===== src/core/iord_pkg.sv =====
// constants and types for the I/O interrupt ring dispatch block
// assumes one 100 MHz clock and a classic Wishbone register port
package iord_pkg;

  // sizes of the processor complex
  localparam int N_PROC = 16;
  localparam int PROC_W = 4;
  localparam int N_GROUP = 4;
  localparam int GROUP_W = 2;
  localparam int N_QUAD = 4;
  localparam int QUAD_W = 2;
  localparam int N_CHAN = 256;
  localparam int CHAN_W = 8;
  localparam int CMD_W = 6;
  localparam int AJ_W = 8;
  localparam int AK_W = 40;
  localparam int CNT_W = 8;
  localparam int WB_AW = 8;
  localparam int WB_DW = 32;

  // command codes on the shared path (octal 64 and 65)
  localparam logic [CMD_W-1:0] CMD_SET_IRQ = 6'h34;
  localparam logic [CMD_W-1:0] CMD_CLEAR_IRQ = 6'h35;

  // register byte offsets
  localparam logic [WB_AW-1:0] REG_CTRL = 8'h00;
  localparam logic [WB_AW-1:0] REG_STATUS = 8'h04;
  localparam logic [WB_AW-1:0] REG_PENDING = 8'h08;
  localparam logic [WB_AW-1:0] REG_HOLDER = 8'h0C;
  localparam logic [WB_AW-1:0] REG_CHMAP = 8'h10;
  localparam logic [WB_AW-1:0] REG_DONE = 8'h14;
  localparam logic [WB_AW-1:0] REG_QUADMAP = 8'h18;
  localparam logic [WB_AW-1:0] REG_PCFG_BASE = 8'h40;
  localparam logic [WB_AW-1:0] REG_PCFG_LAST = 8'h7C;

  // per-processor configuration word
  localparam int PCFG_W = 7;
  localparam int PCFG_GRP_LSB = 0;
  localparam int PCFG_ACCEPT = 2;
  localparam int PCFG_MODEIO = 3;
  localparam int PCFG_PASS = 4;
  localparam int PCFG_ORIG = 5;
  localparam int PCFG_SHARED = 6;
  localparam logic [PCFG_W-1:0] PCFG_RESET = 7'h00;

  // channel map write word and table entry layout
  localparam int CHMAP_CHAN_LSB = 0;
  localparam int CHMAP_ENT_LSB = 8;
  localparam int ENT_W = 8;
  localparam int ENT_PROC_LSB = 0;
  localparam int ENT_QUAD_LSB = 4;
  localparam int ENT_GRP_LSB = 6;

  // control and status fields
  localparam int CTRL_RING_EN = 0;
  localparam int STAT_IDLE_LSB = 0;
  localparam int STAT_SEEK_LSB = 4;
  localparam logic CTRL_RESET = 1'b0;

  // per-group ring state, gray along wait -> seek -> busy
  typedef enum logic [1:0] {
    RING_WAIT = 2'b00,
    RING_SEEK = 2'b01,
    RING_BUSY = 2'b11
  } iord_ring_state_type;

endpackage : iord_pkg


===== src/core/iord_chmap_if.sv =====
// carrier between the dispatcher and its channel map store
// assumes both ends share clk_i
`timescale 1ns/1ps
interface iord_chmap_if;
  import iord_pkg::*;
  logic wr_en;
  logic [CHAN_W-1:0] wr_addr;
  logic [ENT_W-1:0] wr_data;
  logic [CHAN_W-1:0] rd_addr;
  logic [ENT_W-1:0] rd_data;

  modport owner (output wr_en, output wr_addr, output wr_data, output rd_addr,
                 input rd_data);
  modport store (input wr_en, input wr_addr, input wr_data, input rd_addr,
                 output rd_data);
endinterface : iord_chmap_if


===== src/core/iord_chmap_mem.sv =====
// channel route table: channel number to holder, quadrant and group
// assumes synchronous reset; read data are registered, one cycle late
`timescale 1ns/1ps
module iord_chmap_mem (
  // clock and reset
  input wire logic clk_i,
  input wire logic rst_i,
  // table port
  iord_chmap_if.store mem
);
  import iord_pkg::*;

  logic [ENT_W-1:0] table_q [N_CHAN];
  logic [ENT_W-1:0] rd_q;
  logic [ENT_W-1:0] rd_d;

  // read of an old entry; write during read returns the old value
  always_comb begin
    rd_d = table_q[mem.rd_addr];
  end

  // array carries no reset, so software must load routes before use
  always_ff @(posedge clk_i) begin
    if (mem.wr_en) begin
      table_q[mem.wr_addr] <= mem.wr_data;
    end
  end

  // registered read data
  always_ff @(posedge clk_i) begin
    if (rst_i) begin
      rd_q <= '0;
    end else begin
      rd_q <= rd_d;
    end
  end

  assign mem.rd_data = rd_q;

endmodule : iord_chmap_mem


===== src/core/iord_dispatch.sv =====
// shared-side I/O request router and per-group interrupt token rings
// assumes one clock, synchronous reset, and a classic Wishbone master
//
// Chosen here: the register addresses and the Wishbone register port.
`timescale 1ns/1ps
module iord_dispatch (
  // clock and reset
  input wire logic clk_i,
  input wire logic rst_i,
  // wishbone register port
  input wire logic wb_cyc_i,
  input wire logic wb_stb_i,
  input wire logic wb_we_i,
  input wire logic [iord_pkg::WB_AW-1:0] wb_adr_i,
  input wire logic [3:0] wb_sel_i,
  input wire logic [iord_pkg::WB_DW-1:0] wb_dat_i,
  output logic [iord_pkg::WB_DW-1:0] wb_dat_o,
  output logic wb_ack_o,
  // interrupt from IO modules
  input wire logic io_irq_i,
  input wire logic [iord_pkg::GROUP_W-1:0] io_irq_group_i,
  // processor command input
  input wire logic cmd_valid_i,
  input wire logic [iord_pkg::PROC_W-1:0] cmd_src_i,
  input wire logic [iord_pkg::CMD_W-1:0] cmd_code_i,
  input wire logic [iord_pkg::AJ_W-1:0] cmd_aj_i,
  input wire logic [iord_pkg::AK_W-1:0] cmd_ak_i,
  // forwarded request toward the IO module
  output logic fwd_valid_o,
  output logic [iord_pkg::PROC_W-1:0] fwd_via_o,
  output logic [iord_pkg::QUAD_W-1:0] fwd_quadrant_o,
  output logic [iord_pkg::PROC_W-1:0] fwd_target_o,
  output logic [iord_pkg::GROUP_W-1:0] fwd_group_o,
  output logic [iord_pkg::PROC_W-1:0] fwd_src_o,
  output logic [iord_pkg::CMD_W-1:0] fwd_code_o,
  output logic [iord_pkg::AJ_W-1:0] fwd_aj_o,
  output logic [iord_pkg::AK_W-1:0] fwd_ak_o,
  output logic cmd_reject_o,
  // interrupt to processors
  output logic [iord_pkg::N_PROC-1:0] proc_irq_o
);
  import iord_pkg::*;
  // byte-lane merge for register writes
  function automatic logic [WB_DW-1:0] lane_merge(input logic [WB_DW-1:0] old_v,
                                                 input logic [WB_DW-1:0] new_v,
                                                 input logic [3:0] sel);
    logic [WB_DW-1:0] res;
    res = old_v;
    for (int b = 0; b < 4; b++) begin
      if (sel[b]) begin
        res[8*b +: 8] = new_v[8*b +: 8];
      end
    end
    return res;
  endfunction : lane_merge
  // group field of a processor configuration word
  function automatic logic [GROUP_W-1:0] cfg_group(input logic [PCFG_W-1:0] c);
    return c[PCFG_GRP_LSB +: GROUP_W];
  endfunction : cfg_group
  // node test: group match and process state able to take an interrupt
  function automatic logic node_fits(input logic [PCFG_W-1:0] c,
                                     input logic [GROUP_W-1:0] g);
    return (cfg_group(c) == g) && c[PCFG_ACCEPT] && c[PCFG_MODEIO];
  endfunction : node_fits
  iord_chmap_if chmap ();
  iord_chmap_mem u_chmap (
    .clk_i(clk_i),
    .rst_i(rst_i),
    .mem(chmap)
  );

  // scoreboards and token rings, one per group; status reads need them early
  iord_ring_state_type state_q [N_GROUP];
  iord_ring_state_type state_d [N_GROUP];
  logic [PROC_W-1:0] tok_q [N_GROUP];
  logic [PROC_W-1:0] tok_d [N_GROUP];
  logic [CNT_W-1:0] pend_q [N_GROUP];
  logic [CNT_W-1:0] pend_d [N_GROUP];
  logic [N_GROUP-1:0] idle_q, idle_d;
  logic [N_PROC-1:0] irq_d;
  logic [CNT_W+1:0] sum;
  logic [CMD_W-1:0] int_cmd [N_GROUP];
  // register file state
  logic ctrl_q, ctrl_d;
  logic [N_QUAD*PROC_W-1:0] quadmap_q, quadmap_d;
  logic [PCFG_W-1:0] pcfg_q [N_PROC];
  logic [PCFG_W-1:0] pcfg_d [N_PROC];
  logic ack_q, ack_d;
  logic [WB_DW-1:0] rdat_q, rdat_d, qm_full;
  logic [N_GROUP-1:0] done_wr;
  logic wb_req, wb_wr;

  // one access per request; ack drops the cycle after it was given
  always_comb begin
    wb_req = wb_cyc_i && wb_stb_i && !ack_q;
    wb_wr = wb_req && wb_we_i;
    ack_d = wb_req;
    ctrl_d = ctrl_q;
    quadmap_d = quadmap_q;
    pcfg_d = pcfg_q;
    done_wr = '0;
    rdat_d = '0;
    qm_full = lane_merge({{(WB_DW-N_QUAD*PROC_W){1'b0}}, quadmap_q}, wb_dat_i, wb_sel_i);
    chmap.wr_en = 1'b0;
    chmap.wr_addr = wb_dat_i[CHMAP_CHAN_LSB +: CHAN_W];
    chmap.wr_data = wb_dat_i[CHMAP_ENT_LSB +: ENT_W];
    if (wb_wr) begin
      case (wb_adr_i)
        REG_CTRL: ctrl_d = wb_sel_i[0] ? wb_dat_i[CTRL_RING_EN] : ctrl_q;
        REG_QUADMAP: quadmap_d = qm_full[N_QUAD*PROC_W-1:0];
        REG_CHMAP: chmap.wr_en = wb_sel_i[0] && wb_sel_i[1];
        REG_DONE: done_wr = wb_sel_i[0] ? wb_dat_i[N_GROUP-1:0] : '0;
        default: begin
          if (wb_adr_i >= REG_PCFG_BASE && wb_adr_i <= REG_PCFG_LAST && wb_sel_i[0]) begin
            pcfg_d[wb_adr_i[5:2]] = wb_dat_i[PCFG_W-1:0];
          end
        end
      endcase
    end
    // reads see this cycle's state; unmapped words read zero
    case (wb_adr_i)
      REG_CTRL: rdat_d[CTRL_RING_EN] = ctrl_q;
      REG_STATUS: begin
        for (int g = 0; g < N_GROUP; g++) begin
          rdat_d[STAT_IDLE_LSB + g] = idle_q[g];
          rdat_d[STAT_SEEK_LSB + g] = (state_q[g] == RING_SEEK);
        end
      end
      REG_PENDING: begin
        for (int g = 0; g < N_GROUP; g++) begin
          rdat_d[CNT_W*g +: CNT_W] = pend_q[g];
        end
      end
      REG_HOLDER: begin
        for (int g = 0; g < N_GROUP; g++) begin
          rdat_d[PROC_W*g +: PROC_W] = tok_q[g];
        end
      end
      REG_QUADMAP: rdat_d[N_QUAD*PROC_W-1:0] = quadmap_q;
      default: begin
        if (wb_adr_i >= REG_PCFG_BASE && wb_adr_i <= REG_PCFG_LAST) begin
          rdat_d[PCFG_W-1:0] = pcfg_q[wb_adr_i[5:2]];
        end
      end
    endcase
  end

  // register file flops
  always_ff @(posedge clk_i) begin
    if (rst_i) begin
      ack_q <= 1'b0;
      rdat_q <= '0;
      ctrl_q <= CTRL_RESET;
      quadmap_q <= '0;
      for (int p = 0; p < N_PROC; p++) begin
        pcfg_q[p] <= PCFG_RESET;
      end
    end else begin
      ack_q <= ack_d;
      rdat_q <= rdat_d;
      ctrl_q <= ctrl_d;
      quadmap_q <= quadmap_d;
      pcfg_q <= pcfg_d;
    end
  end
  // request path: stage 0 checks the source, stage 1 holds the lookup
  logic s1_valid_q, s1_valid_d;
  logic [PROC_W-1:0] s1_src_q, s1_src_d;
  logic [CMD_W-1:0] s1_code_q, s1_code_d;
  logic [AJ_W-1:0] s1_aj_q, s1_aj_d;
  logic [AK_W-1:0] s1_ak_q, s1_ak_d;
  logic [N_GROUP-1:0] set_cmd;
  logic rej0;
  logic [PCFG_W-1:0] src_cfg;
  // only the set-interrupt code bypasses routing; others need a channel
  always_comb begin
    src_cfg = pcfg_q[cmd_src_i];
    set_cmd = '0;
    rej0 = 1'b0;
    s1_valid_d = 1'b0;
    s1_src_d = cmd_src_i;
    s1_code_d = cmd_code_i;
    s1_aj_d = cmd_aj_i;
    s1_ak_d = cmd_ak_i;
    chmap.rd_addr = cmd_aj_i[CHAN_W-1:0];
    if (cmd_valid_i) begin
      if (!src_cfg[PCFG_ORIG] || !src_cfg[PCFG_SHARED]) begin
        rej0 = 1'b1;
      end else if (cmd_code_i == CMD_SET_IRQ) begin
        set_cmd[cfg_group(src_cfg)] = 1'b1;
      end else begin
        s1_valid_d = 1'b1;
      end
    end
  end
  // forward stage outputs
  logic fwd_valid_d, reject_d;
  logic [PROC_W-1:0] via_d, target_d;
  logic [QUAD_W-1:0] quad_d;
  logic [GROUP_W-1:0] grp_d;
  // high-speed transfers never show up here, so no completion path exists
  always_comb begin
    target_d = chmap.rd_data[ENT_PROC_LSB +: PROC_W];
    quad_d = chmap.rd_data[ENT_QUAD_LSB +: QUAD_W];
    grp_d = chmap.rd_data[ENT_GRP_LSB +: GROUP_W];
    via_d = quadmap_q[PROC_W*quad_d +: PROC_W];
    fwd_valid_d = 1'b0;
    reject_d = rej0;
    if (s1_valid_q) begin
      if (pcfg_q[via_d][PCFG_PASS] && cfg_group(pcfg_q[s1_src_q]) == grp_d) begin
        fwd_valid_d = 1'b1;
      end else begin
        reject_d = 1'b1;
      end
    end
  end
  // request path flops; payload held while no new forward
  always_ff @(posedge clk_i) begin
    if (rst_i) begin
      s1_valid_q <= 1'b0;
      fwd_valid_o <= 1'b0;
      cmd_reject_o <= 1'b0;
      fwd_via_o <= '0;
      fwd_quadrant_o <= '0;
      fwd_target_o <= '0;
      fwd_group_o <= '0;
      fwd_src_o <= '0;
      fwd_code_o <= '0;
      fwd_aj_o <= '0;
      fwd_ak_o <= '0;
    end else begin
      s1_valid_q <= s1_valid_d;
      s1_src_q <= s1_src_d;
      s1_code_q <= s1_code_d;
      s1_aj_q <= s1_aj_d;
      s1_ak_q <= s1_ak_d;
      fwd_valid_o <= fwd_valid_d;
      cmd_reject_o <= reject_d;
      if (fwd_valid_d) begin
        fwd_via_o <= via_d;
        fwd_quadrant_o <= quad_d;
        fwd_target_o <= target_d;
        fwd_group_o <= grp_d;
        fwd_src_o <= s1_src_q;
        fwd_code_o <= s1_code_q;
        fwd_aj_o <= s1_aj_q;
        fwd_ak_o <= s1_ak_q;
      end
    end
  end

  // a set in the same cycle as a retire is counted, never lost
  always_comb begin
    irq_d = '0;
    sum = '0;
    for (int g = 0; g < N_GROUP; g++) begin
      state_d[g] = state_q[g];
      tok_d[g] = tok_q[g];
      idle_d[g] = idle_q[g];
      // retiring a serviced interrupt rides the internal clear code
      int_cmd[g] = (done_wr[g] && state_q[g] == RING_BUSY) ? CMD_CLEAR_IRQ : '0;
      sum = {2'b00, pend_q[g]}
            + {{(CNT_W+1){1'b0}}, io_irq_i && io_irq_group_i == GROUP_W'(g)}
            + {{(CNT_W+1){1'b0}}, set_cmd[g]}
            - {{(CNT_W+1){1'b0}}, int_cmd[g] == CMD_CLEAR_IRQ};
      pend_d[g] = (sum > {2'b00, {CNT_W{1'b1}}}) ? {CNT_W{1'b1}} : sum[CNT_W-1:0];
      case (state_q[g])
        RING_WAIT: begin
          if (ctrl_q && pend_q[g] != '0 && idle_q[g]) begin
            state_d[g] = RING_SEEK;
          end
        end
        RING_SEEK: begin
          if (node_fits(pcfg_q[tok_q[g]], GROUP_W'(g))) begin
            irq_d[tok_q[g]] = 1'b1;
            idle_d[g] = 1'b0;
            state_d[g] = RING_BUSY;
          end else begin
            tok_d[g] = tok_q[g] + PROC_W'(1);
          end
        end
        RING_BUSY: begin
          if (int_cmd[g] == CMD_CLEAR_IRQ) begin
            idle_d[g] = 1'b1;
            state_d[g] = RING_WAIT;
          end
        end
        default: state_d[g] = RING_WAIT;
      endcase
    end
  end
  // ring flops; token keeps its place so the search restarts at the holder
  always_ff @(posedge clk_i) begin
    if (rst_i) begin
      for (int g = 0; g < N_GROUP; g++) begin
        state_q[g] <= RING_WAIT;
        tok_q[g] <= '0;
        pend_q[g] <= '0;
      end
      idle_q <= '1;
      proc_irq_o <= '0;
    end else begin
      state_q <= state_d;
      tok_q <= tok_d;
      pend_q <= pend_d;
      idle_q <= idle_d;
      proc_irq_o <= irq_d;
    end
  end
  assign wb_ack_o = ack_q;
  assign wb_dat_o = rdat_q;

endmodule : iord_dispatch


===== config.mk =====
export PLATFORM = sky130hd
export DESIGN_NAME = iord_dispatch
export DESIGN_NICKNAME = d
export VERILOG_FILES = /design/src/core/iord_pkg.sv /design/src/core/iord_chmap_if.sv /design/src/core/iord_chmap_mem.sv /design/src/core/iord_dispatch.sv
export SDC_FILE = /design/constraint.sdc
export NUM_CORES = 2
export LEC_CHECK = 0
export BUFFER_PORTS_ARGS = -buffer_cell sky130_fd_sc_hd__buf_2
export CAP_MARGIN = 20
export CORE_ASPECT_RATIO = 0.9
export CORE_MARGIN = 3
export CORE_UTILIZATION = 40
export CTS_CLUSTER_DIAMETER = 60
export CTS_CLUSTER_SIZE = 40
export DETAILED_ROUTE_END_ITERATION = 10
export PLACE_DENSITY = 0.59
export SLEW_MARGIN = 10
export SYNTH_ARGS = -nofsm -noshare
export SYNTH_HDL_FRONTEND = slang
export SYNTH_SLANG_ARGS = --single-unit

===== constraint.sdc =====
create_clock -name clk_i -period 5.55 [get_ports clk_i]
set_input_delay 0.555 -clock clk_i [delete_from_list [all_inputs] [get_ports clk_i]]
set_output_delay 0.555 -clock clk_i [all_outputs]
set_load 0.005 [all_outputs]

Word level (Yosys, flattened, before mapping)
Memories as Yosys holds them, arrays and structs flattened. A register that Yosys moved wholly into a read port is not among the register bits.
Index checks and enable logic that the tools add are counted.
Operators by class
  add/subtract/negate cells: 16
  $lt $le $gt $ge: 25
  equality and inequality tests: 38
  shifts and indexed selects: 1
  multiplexer cells: 103
  bitwise logic cells: 18
  reductions and logical operators: 75
Operators by type and width (count)
  $bmux 7 s4: 8
  $mux 16: 8
  $bwmux 112: 1
  $mux 4: 14
  $or 16x16->16: 3
  $mux 7: 6
  $add 9x1->10: 4
  $ge 5x5->1 const B: 8
  $gt 10x8->1 const B: 4
  $not 4->5: 8
  $sub 10x1->10: 4
  $logic_and 1x1->1: 37
  $add 8x1->9: 4
  $reduce_and 3->1: 12
  $mux 8: 4
  $reduce_bool 8->1: 4
  $eq 6x6->1 const B: 5
  $pmux 6 s5: 1
  $demux 7 s4: 1
  $mux 2: 14
  $eq 8x5->1 const B: 3
  $mux 1: 24
  $mux 6: 4
  $pmux 2 s3: 4
  other kinds (33): 91
Storage, ports and cells
  bits in registers: 369
  memory bits (writable): 2048
  output and inout port bits: 121
  memories kept: 1
Memory list
  u_chmap.table_q: words 256, width 8, rd ports 1, clocked after memory_dff 1, write ports 1, RTL line iord_chmap_mem.sv:13  | logic [ENT_W-1:0] table_q [N_CHAN];

Logic depth before layout (Yosys ltp)
  depth after elaboration: 18
  depth in mapped cells: 20

Cells and area by module
Synthesis repeated with hierarchy kept, for this count alone.
Second synthesis, totals
  cells, all modules: 5921
  area, all modules: 98942.4 sq um
Modules (own cells, without submodules)
  iord_chmap_mem: instances 1, cells an instance 4027, area an instance 80597.3 sq um, seq. area each 61659.1 sq um
  iord_dispatch: instances 1, cells an instance 1894, area an instance 18345.1 sq um, seq. area each 7967.6 sq um

Worst setup path before layout
Ideal clock, no wire load.
  path kind: input-to-reg
  start: in cmd_src_i[0] (netlist bit)
  end: reg pend_q[30] (netlist bit)
  setup time: 0.142 ns
  data arrival time: 4.723 ns
  data required time: 5.408 ns
  slack: 0.685 ns
  stages on the path: 16
  buffers on the path: 2
  path through: clkbuf_1 buf_1 mux4_2 mux4_2 nand2b_1 ha_1 inv_1 fa_1 fa_1 a21oi_1 nor2_1 o21ai_0 a21oi_1 o41ai_1 xnor2_1 a31oi_1
On the way
  longest elaborated chain between the ends: 15
RTL lines
  start, declared: RTL line iord_dispatch.sv:24  | input wire logic [iord_pkg::PROC_W-1:0] cmd_src_i,
  $not 4->5 (implied by the code) (*): RTL line iord_dispatch.sv:177  | src_cfg = pcfg_q[cmd_src_i];
  $bmux 7 s4 (*): RTL line iord_dispatch.sv:177
  $mux 7 (implied by the code) (*) (2 in a row): RTL line iord_dispatch.sv:177
  $lt 2x3->1 (implied by the code) / $ge 2x1->1 (equally long branches): RTL line iord_dispatch.sv:190  | set_cmd[cfg_group(src_cfg)] = 1'b1;
  $logic_and 1x1->1 (implied by the code): RTL line iord_dispatch.sv:190
  $mux 1 (implied by the code): RTL line iord_dispatch.sv:190
  $demux 1 s2: RTL line iord_dispatch.sv:190
  $mux 4: RTL line iord_dispatch.sv:189  | end else if (cmd_code_i == CMD_SET_IRQ) begin
  $mux 4 (*): RTL line iord_dispatch.sv:187  | if (!src_cfg[PCFG_ORIG] || !src_cfg[PCFG_SHARED]) begin
  $mux 4 (*): RTL line iord_dispatch.sv:186  | if (cmd_valid_i) begin
  $add 9x1->10 (*): RTL line iord_dispatch.sv:264  | + {{(CNT_W+1){1'b0}}, set_cmd[g]}
  $sub 10x1->10 (*): RTL line iord_dispatch.sv:265  | - {{(CNT_W+1){1'b0}}, int_cmd[g] == CMD_CLEAR_IRQ};
  $gt 10x8->1: RTL line iord_dispatch.sv:266  | pend_d[g] = (sum > {2'b00, {CNT_W{1'b1}}}) ? {CNT_W{1'b1}} : sum[CNT_W-1:0];
  $mux 8 (*): RTL line iord_dispatch.sv:266
  end signal, assigned: RTL line iord_dispatch.sv:305  | pend_q <= pend_d;
  end, declared: RTL line iord_dispatch.sv:77  | logic [CNT_W-1:0] pend_q [N_GROUP];
Every way passes the cells marked *; elsewhere a longest branch is shown, timed or not. The select of a mux whose other input is x is not followed.
A chain may end at the register's enable or synchronous reset.

Worst setup path in the final report
  start: reg pcfg_q[85] (netlist bit)
  end: reg pend_q[29] (netlist bit)
On the way
  longest elaborated chain between the ends: 14
RTL lines
  start, declared: RTL line iord_dispatch.sv:86  | logic [PCFG_W-1:0] pcfg_q [N_PROC];
  start signal, assigned: RTL line iord_dispatch.sv:163  | pcfg_q <= pcfg_d;
  $bmux 7 s4 (*): RTL line iord_dispatch.sv:177
  $mux 7 (implied by the code) (*) (2 in a row): RTL line iord_dispatch.sv:177
  $lt 2x3->1 (implied by the code) / $ge 2x1->1 (equally long branches): RTL line iord_dispatch.sv:190
  $logic_and 1x1->1 (implied by the code): RTL line iord_dispatch.sv:190
  $mux 1 (implied by the code): RTL line iord_dispatch.sv:190
  $demux 1 s2 (*): RTL line iord_dispatch.sv:190
  $mux 4 (*): RTL line iord_dispatch.sv:189
  $mux 4 (*): RTL line iord_dispatch.sv:187
  $mux 4 (*): RTL line iord_dispatch.sv:186
  $add 9x1->10 (*): RTL line iord_dispatch.sv:264
  $sub 10x1->10 (*): RTL line iord_dispatch.sv:265
  $gt 10x8->1: RTL line iord_dispatch.sv:266
  $mux 8 (*): RTL line iord_dispatch.sv:266
Marks and branches as above.

==> results.toml <==
[outcome]
outcome = "complete, no violations"

[sta]
hold_viol_final = 0
rsz0062_at_grt = "no"
setup_viol = 0
fmax_ghz = 0.207
fin_crit_ns = 4.84
maxSlewHeadroom_pct = 18.8
clock_skew_ns = 0.0445
fin_crit_sh_pct = 87.2
fin_tns_setup_ns = 0
finalMaxSlewViolations = 0
worst_pin_slew_ns = 1.22
hold_ws_ns = 0.0972

[global_route]
overflow = 0
grt_max_degree = 168
antenna_found_initial = 14
grt_pass1_vias = 52276
grt_pass1_wl_um = 382000
track_usage_pct = 20.9

[worst_hold_path]
min-delay-start = "cmd_src_i[3]"
whs_path_depth = 1
min_path_type = "input pin to flop"
whs_endpoint = "s1_src_q[3]"

[critical_path]
path_buf_inv = 2
rr_startpoint = "pcfg_q[85]"
cp-start-kind = "flop"
crit_family = "adder cells"
crit_type = "flop to flop"
path_cells = "buf_4 -> mux4_2 -> mux4_2 -> nor4_1 -> nand2b_1 -> ha_1 -> inv_1 -> fa_1 -> fa_1 -> a21oi_1 -> nor2_1 -> o21ai_0 -> a21oi_1 -> o41ai_1 -> xnor2_1 -> a31oi_1"
ff2ff_path_depth = 16
worstPathMaxFanout = 8
rrSetupSlack_ns = 0.71
worstPathArrival_ns = 5.48
crit_required_ns = 6.19
cpPeakStageDelay_ns = 0.55
cpMaxStageDelayCell = "mux4_2"
reg2reg_to = "pend_q[29]"
endpoint_kind = "flop"

[cells_and_area]
post_route_cells_drive_above_1_share_pct = 25.4
instances_no_fill = 9109
syn2layout_area_growth_pct = 13.3
fin_util_pct = 45.8
final_common_cell = "edfxtp_1"
finalInstanceArea_um2 = 110000
ff_latch_area_um2 = 69600
fin_nets = 5982
fillers = 20287
final_cell_mix = "edfxtp_1 (2106), mux4_2 (620), nor2_1 (531), buf_4 (349), dfxtp_1 (319)"
multiInputGateArea_um2 = 25700

[logic_synthesis]
netlist_area_um2 = 97000
synth_seq_area_share_pct = 71.8
netlist_instances = 5335
ys_warn_count = 0
ys_ff_latch = 2425
synth-edff-count = 2106
synth.distinct_cells = 76
syn_nets = 5518
synth_ff_type = "edfxtp_1"
synth.avg_cell_area_um2 = 18.2
synth_top_area_share_pct = 65.2
yosys.area.top_type = "edfxtp_1"
synthArstFlopShare_pct = 0
synthTopCellsByArea = "edfxtp_1 (65%), mux4_2 (14%), dfxtp_1 (6.6%)"

[pwr]
clkPwrFrac_pct = 35.2
power_frac_comb_pct = 9.4
power.switching_w = 0.00920
peakVddDrop_uv = 246
power.internal_w = 0.0271
swShare_pct = 25.4
leakagePower_nw = 35.1
power_density_nw_per_um2 = 330
seq_power_share_pct = 55.4

[clock_tree]
cts_tree = "yes"
path_clk_slew_ns = 0.08
cts_resized = 0
cts-root-buf = "clkbuf_16"
insertion_delay_ns = 0.83
tritoncts.num_buffers = 148
cts_buffer_depth = 3
cts_sinks = 2425
cts_max_level = 4

[die]
die_width_um = 525
dieArea_um2 = 249000
ios = 232
core_area_um2 = 240000
start_util_pct = 40.4
rows = 170
die_y_um = 473

[routing]
dr_total_vias = 52763
drt-pass1-iter-count = 10
drt_wl_total_um = 263000
drt_iter0_drc = 6252
drc = 0
viasPerCell = 5.79
post_drt_wl_per_cell_um = 28.9
antenna_left = 0

[place]
placedCellCount = 8781
place_area_um2 = 104000
dpl.hpwl_um = 170000
io_buffers = 213
place_congestion = 0.928

[run]
cap_violations = 0
-- registers in the layout, summed over array words and instances (netlist names), 2 cells and up --
register	flops
u_chmap.table_q	2048
pcfg_q	112
fwd_ak_o	40
s1_ak_q	40
pend_q	32
wb_dat_o	32
proc_irq_o	16
quadmap_q	16
tok_q	16
fwd_aj_o	8
s1_aj_q	8
state_q	8
u_chmap.mem.rd_data	8
fwd_code_o	6
s1_code_q	6
fwd_src_o	4
fwd_target_o	4
fwd_via_o	4
idle_q	4
s1_src_q	4
fwd_group_o	2
fwd_quadrant_o	2
-- final cells by class --
type	count	area share, %
inverters	83	0.283
multi-input cells	2504	23.4
diodes	7	0.0159
flip-flops and latches	2425	63.3
clock inverters	116	1.53
well taps	3182	3.62
repair buffers	637	4.38
clock buffers	155	3.48
-- worst max path at each step --
stage / startpoint / end / slack (ns) / depth (start not counted)
detailed placement: cmd_src_i[0] / pend_q[30] / 0.26 / 16
floorplan: cmd_src_i[0] / pend_q[30] / 0.69 / 16
finish: pcfg_q[85] / pend_q[29] / 0.71 / 16
CTS: pcfg_q[85] / pend_q[30] / 0.77 / 16
global route: pcfg_q[85] / pend_q[30] / 0.47 / 16
global placement: cmd_src_i[0] / pend_q[30] / 0.29 / 16
-- per-layer routing --
metal | GRT usage [%] | vias to the layer above | wire length (um)
met5 | 0 | - | 13
met4 | 5.44 | 2 | 7150
met3 | 3.89 | 338 | 20800
met2 | 32.9 | 2232 | 123000
met1 | 30.1 | 27772 | 112000
li1 | - | 22419 | -
-- per-stage QoR --
step                setup WS (ns)  power [W]
detailed placement          0.255     0.0239
global route                0.465     0.0376
global placement            0.294     0.0239
floorplan                   0.685     0.0227
finish                      0.713     0.0363
CTS                         0.767     0.0366
-- power groups by stage --
stage	clock network [W]	logic, W	registers, W
4_1_cts	0.0131	0.00344	0.0201
2_1_floorplan	0	0.00222	0.0204
3_5_place_dp	0	0.00339	0.0205
3_3_place_gp	0	0.00338	0.0205
6_report	0.0128	0.00341	0.0201
5_1_grt	0.0137	0.00374	0.0201
-- kinds of logic (layout without fill, tap and decap cells) --
kind of cell,count (synthesis),count (layout),synth area share (%)
flip-flops,2425,2425,71.8
buffers and inverters,406,991,1.82
multiplexers,847,847,16.7
AO/OA/AOI/OAI,543,543,3.65
XOR/XNOR,30,30,0.271
adder cells (fa/ha/maj),72,72,0.990
other,0,7,0
AND/OR/NAND/NOR,1012,1012,4.77
-- cells in the mapped netlist, types with 8 or more instances --
cell       instances
o21ai_0           94
o211ai_1           9
nand2_1          196
buf_2             85
nand2b_1          16
a21oi_1          135
o41ai_1            8
a22oi_1           52
buf_1             26
nor2b_1           18
mux4_2           620
nand3_1           61
o31ai_1           11
fa_1               8
o22ai_1           84
a2111oi_0         15
nor4bb_1          19
edfxtp_1        2106
clkbuf_1         202
nand4_1           10
nor3_1            33
a31oi_1           27
xnor2_1           18
a221oi_1          17
mux2i_1          224
and3_1            13
nand4b_1          12
xor2_1            12
a22o_1            17
ha_1              64
a211oi_1          10
nor2_1           533
dfxtp_1          319
a222oi_1          25
nand3b_1          12
nor4_1            33
inv_1             81
-- timing repair --
item	4_1_cts	5_1_grt
setup buffers	0	0
hold endpoints to repair	48	0
hold buffers	49	0
Power figures use the tool's default switching activity.
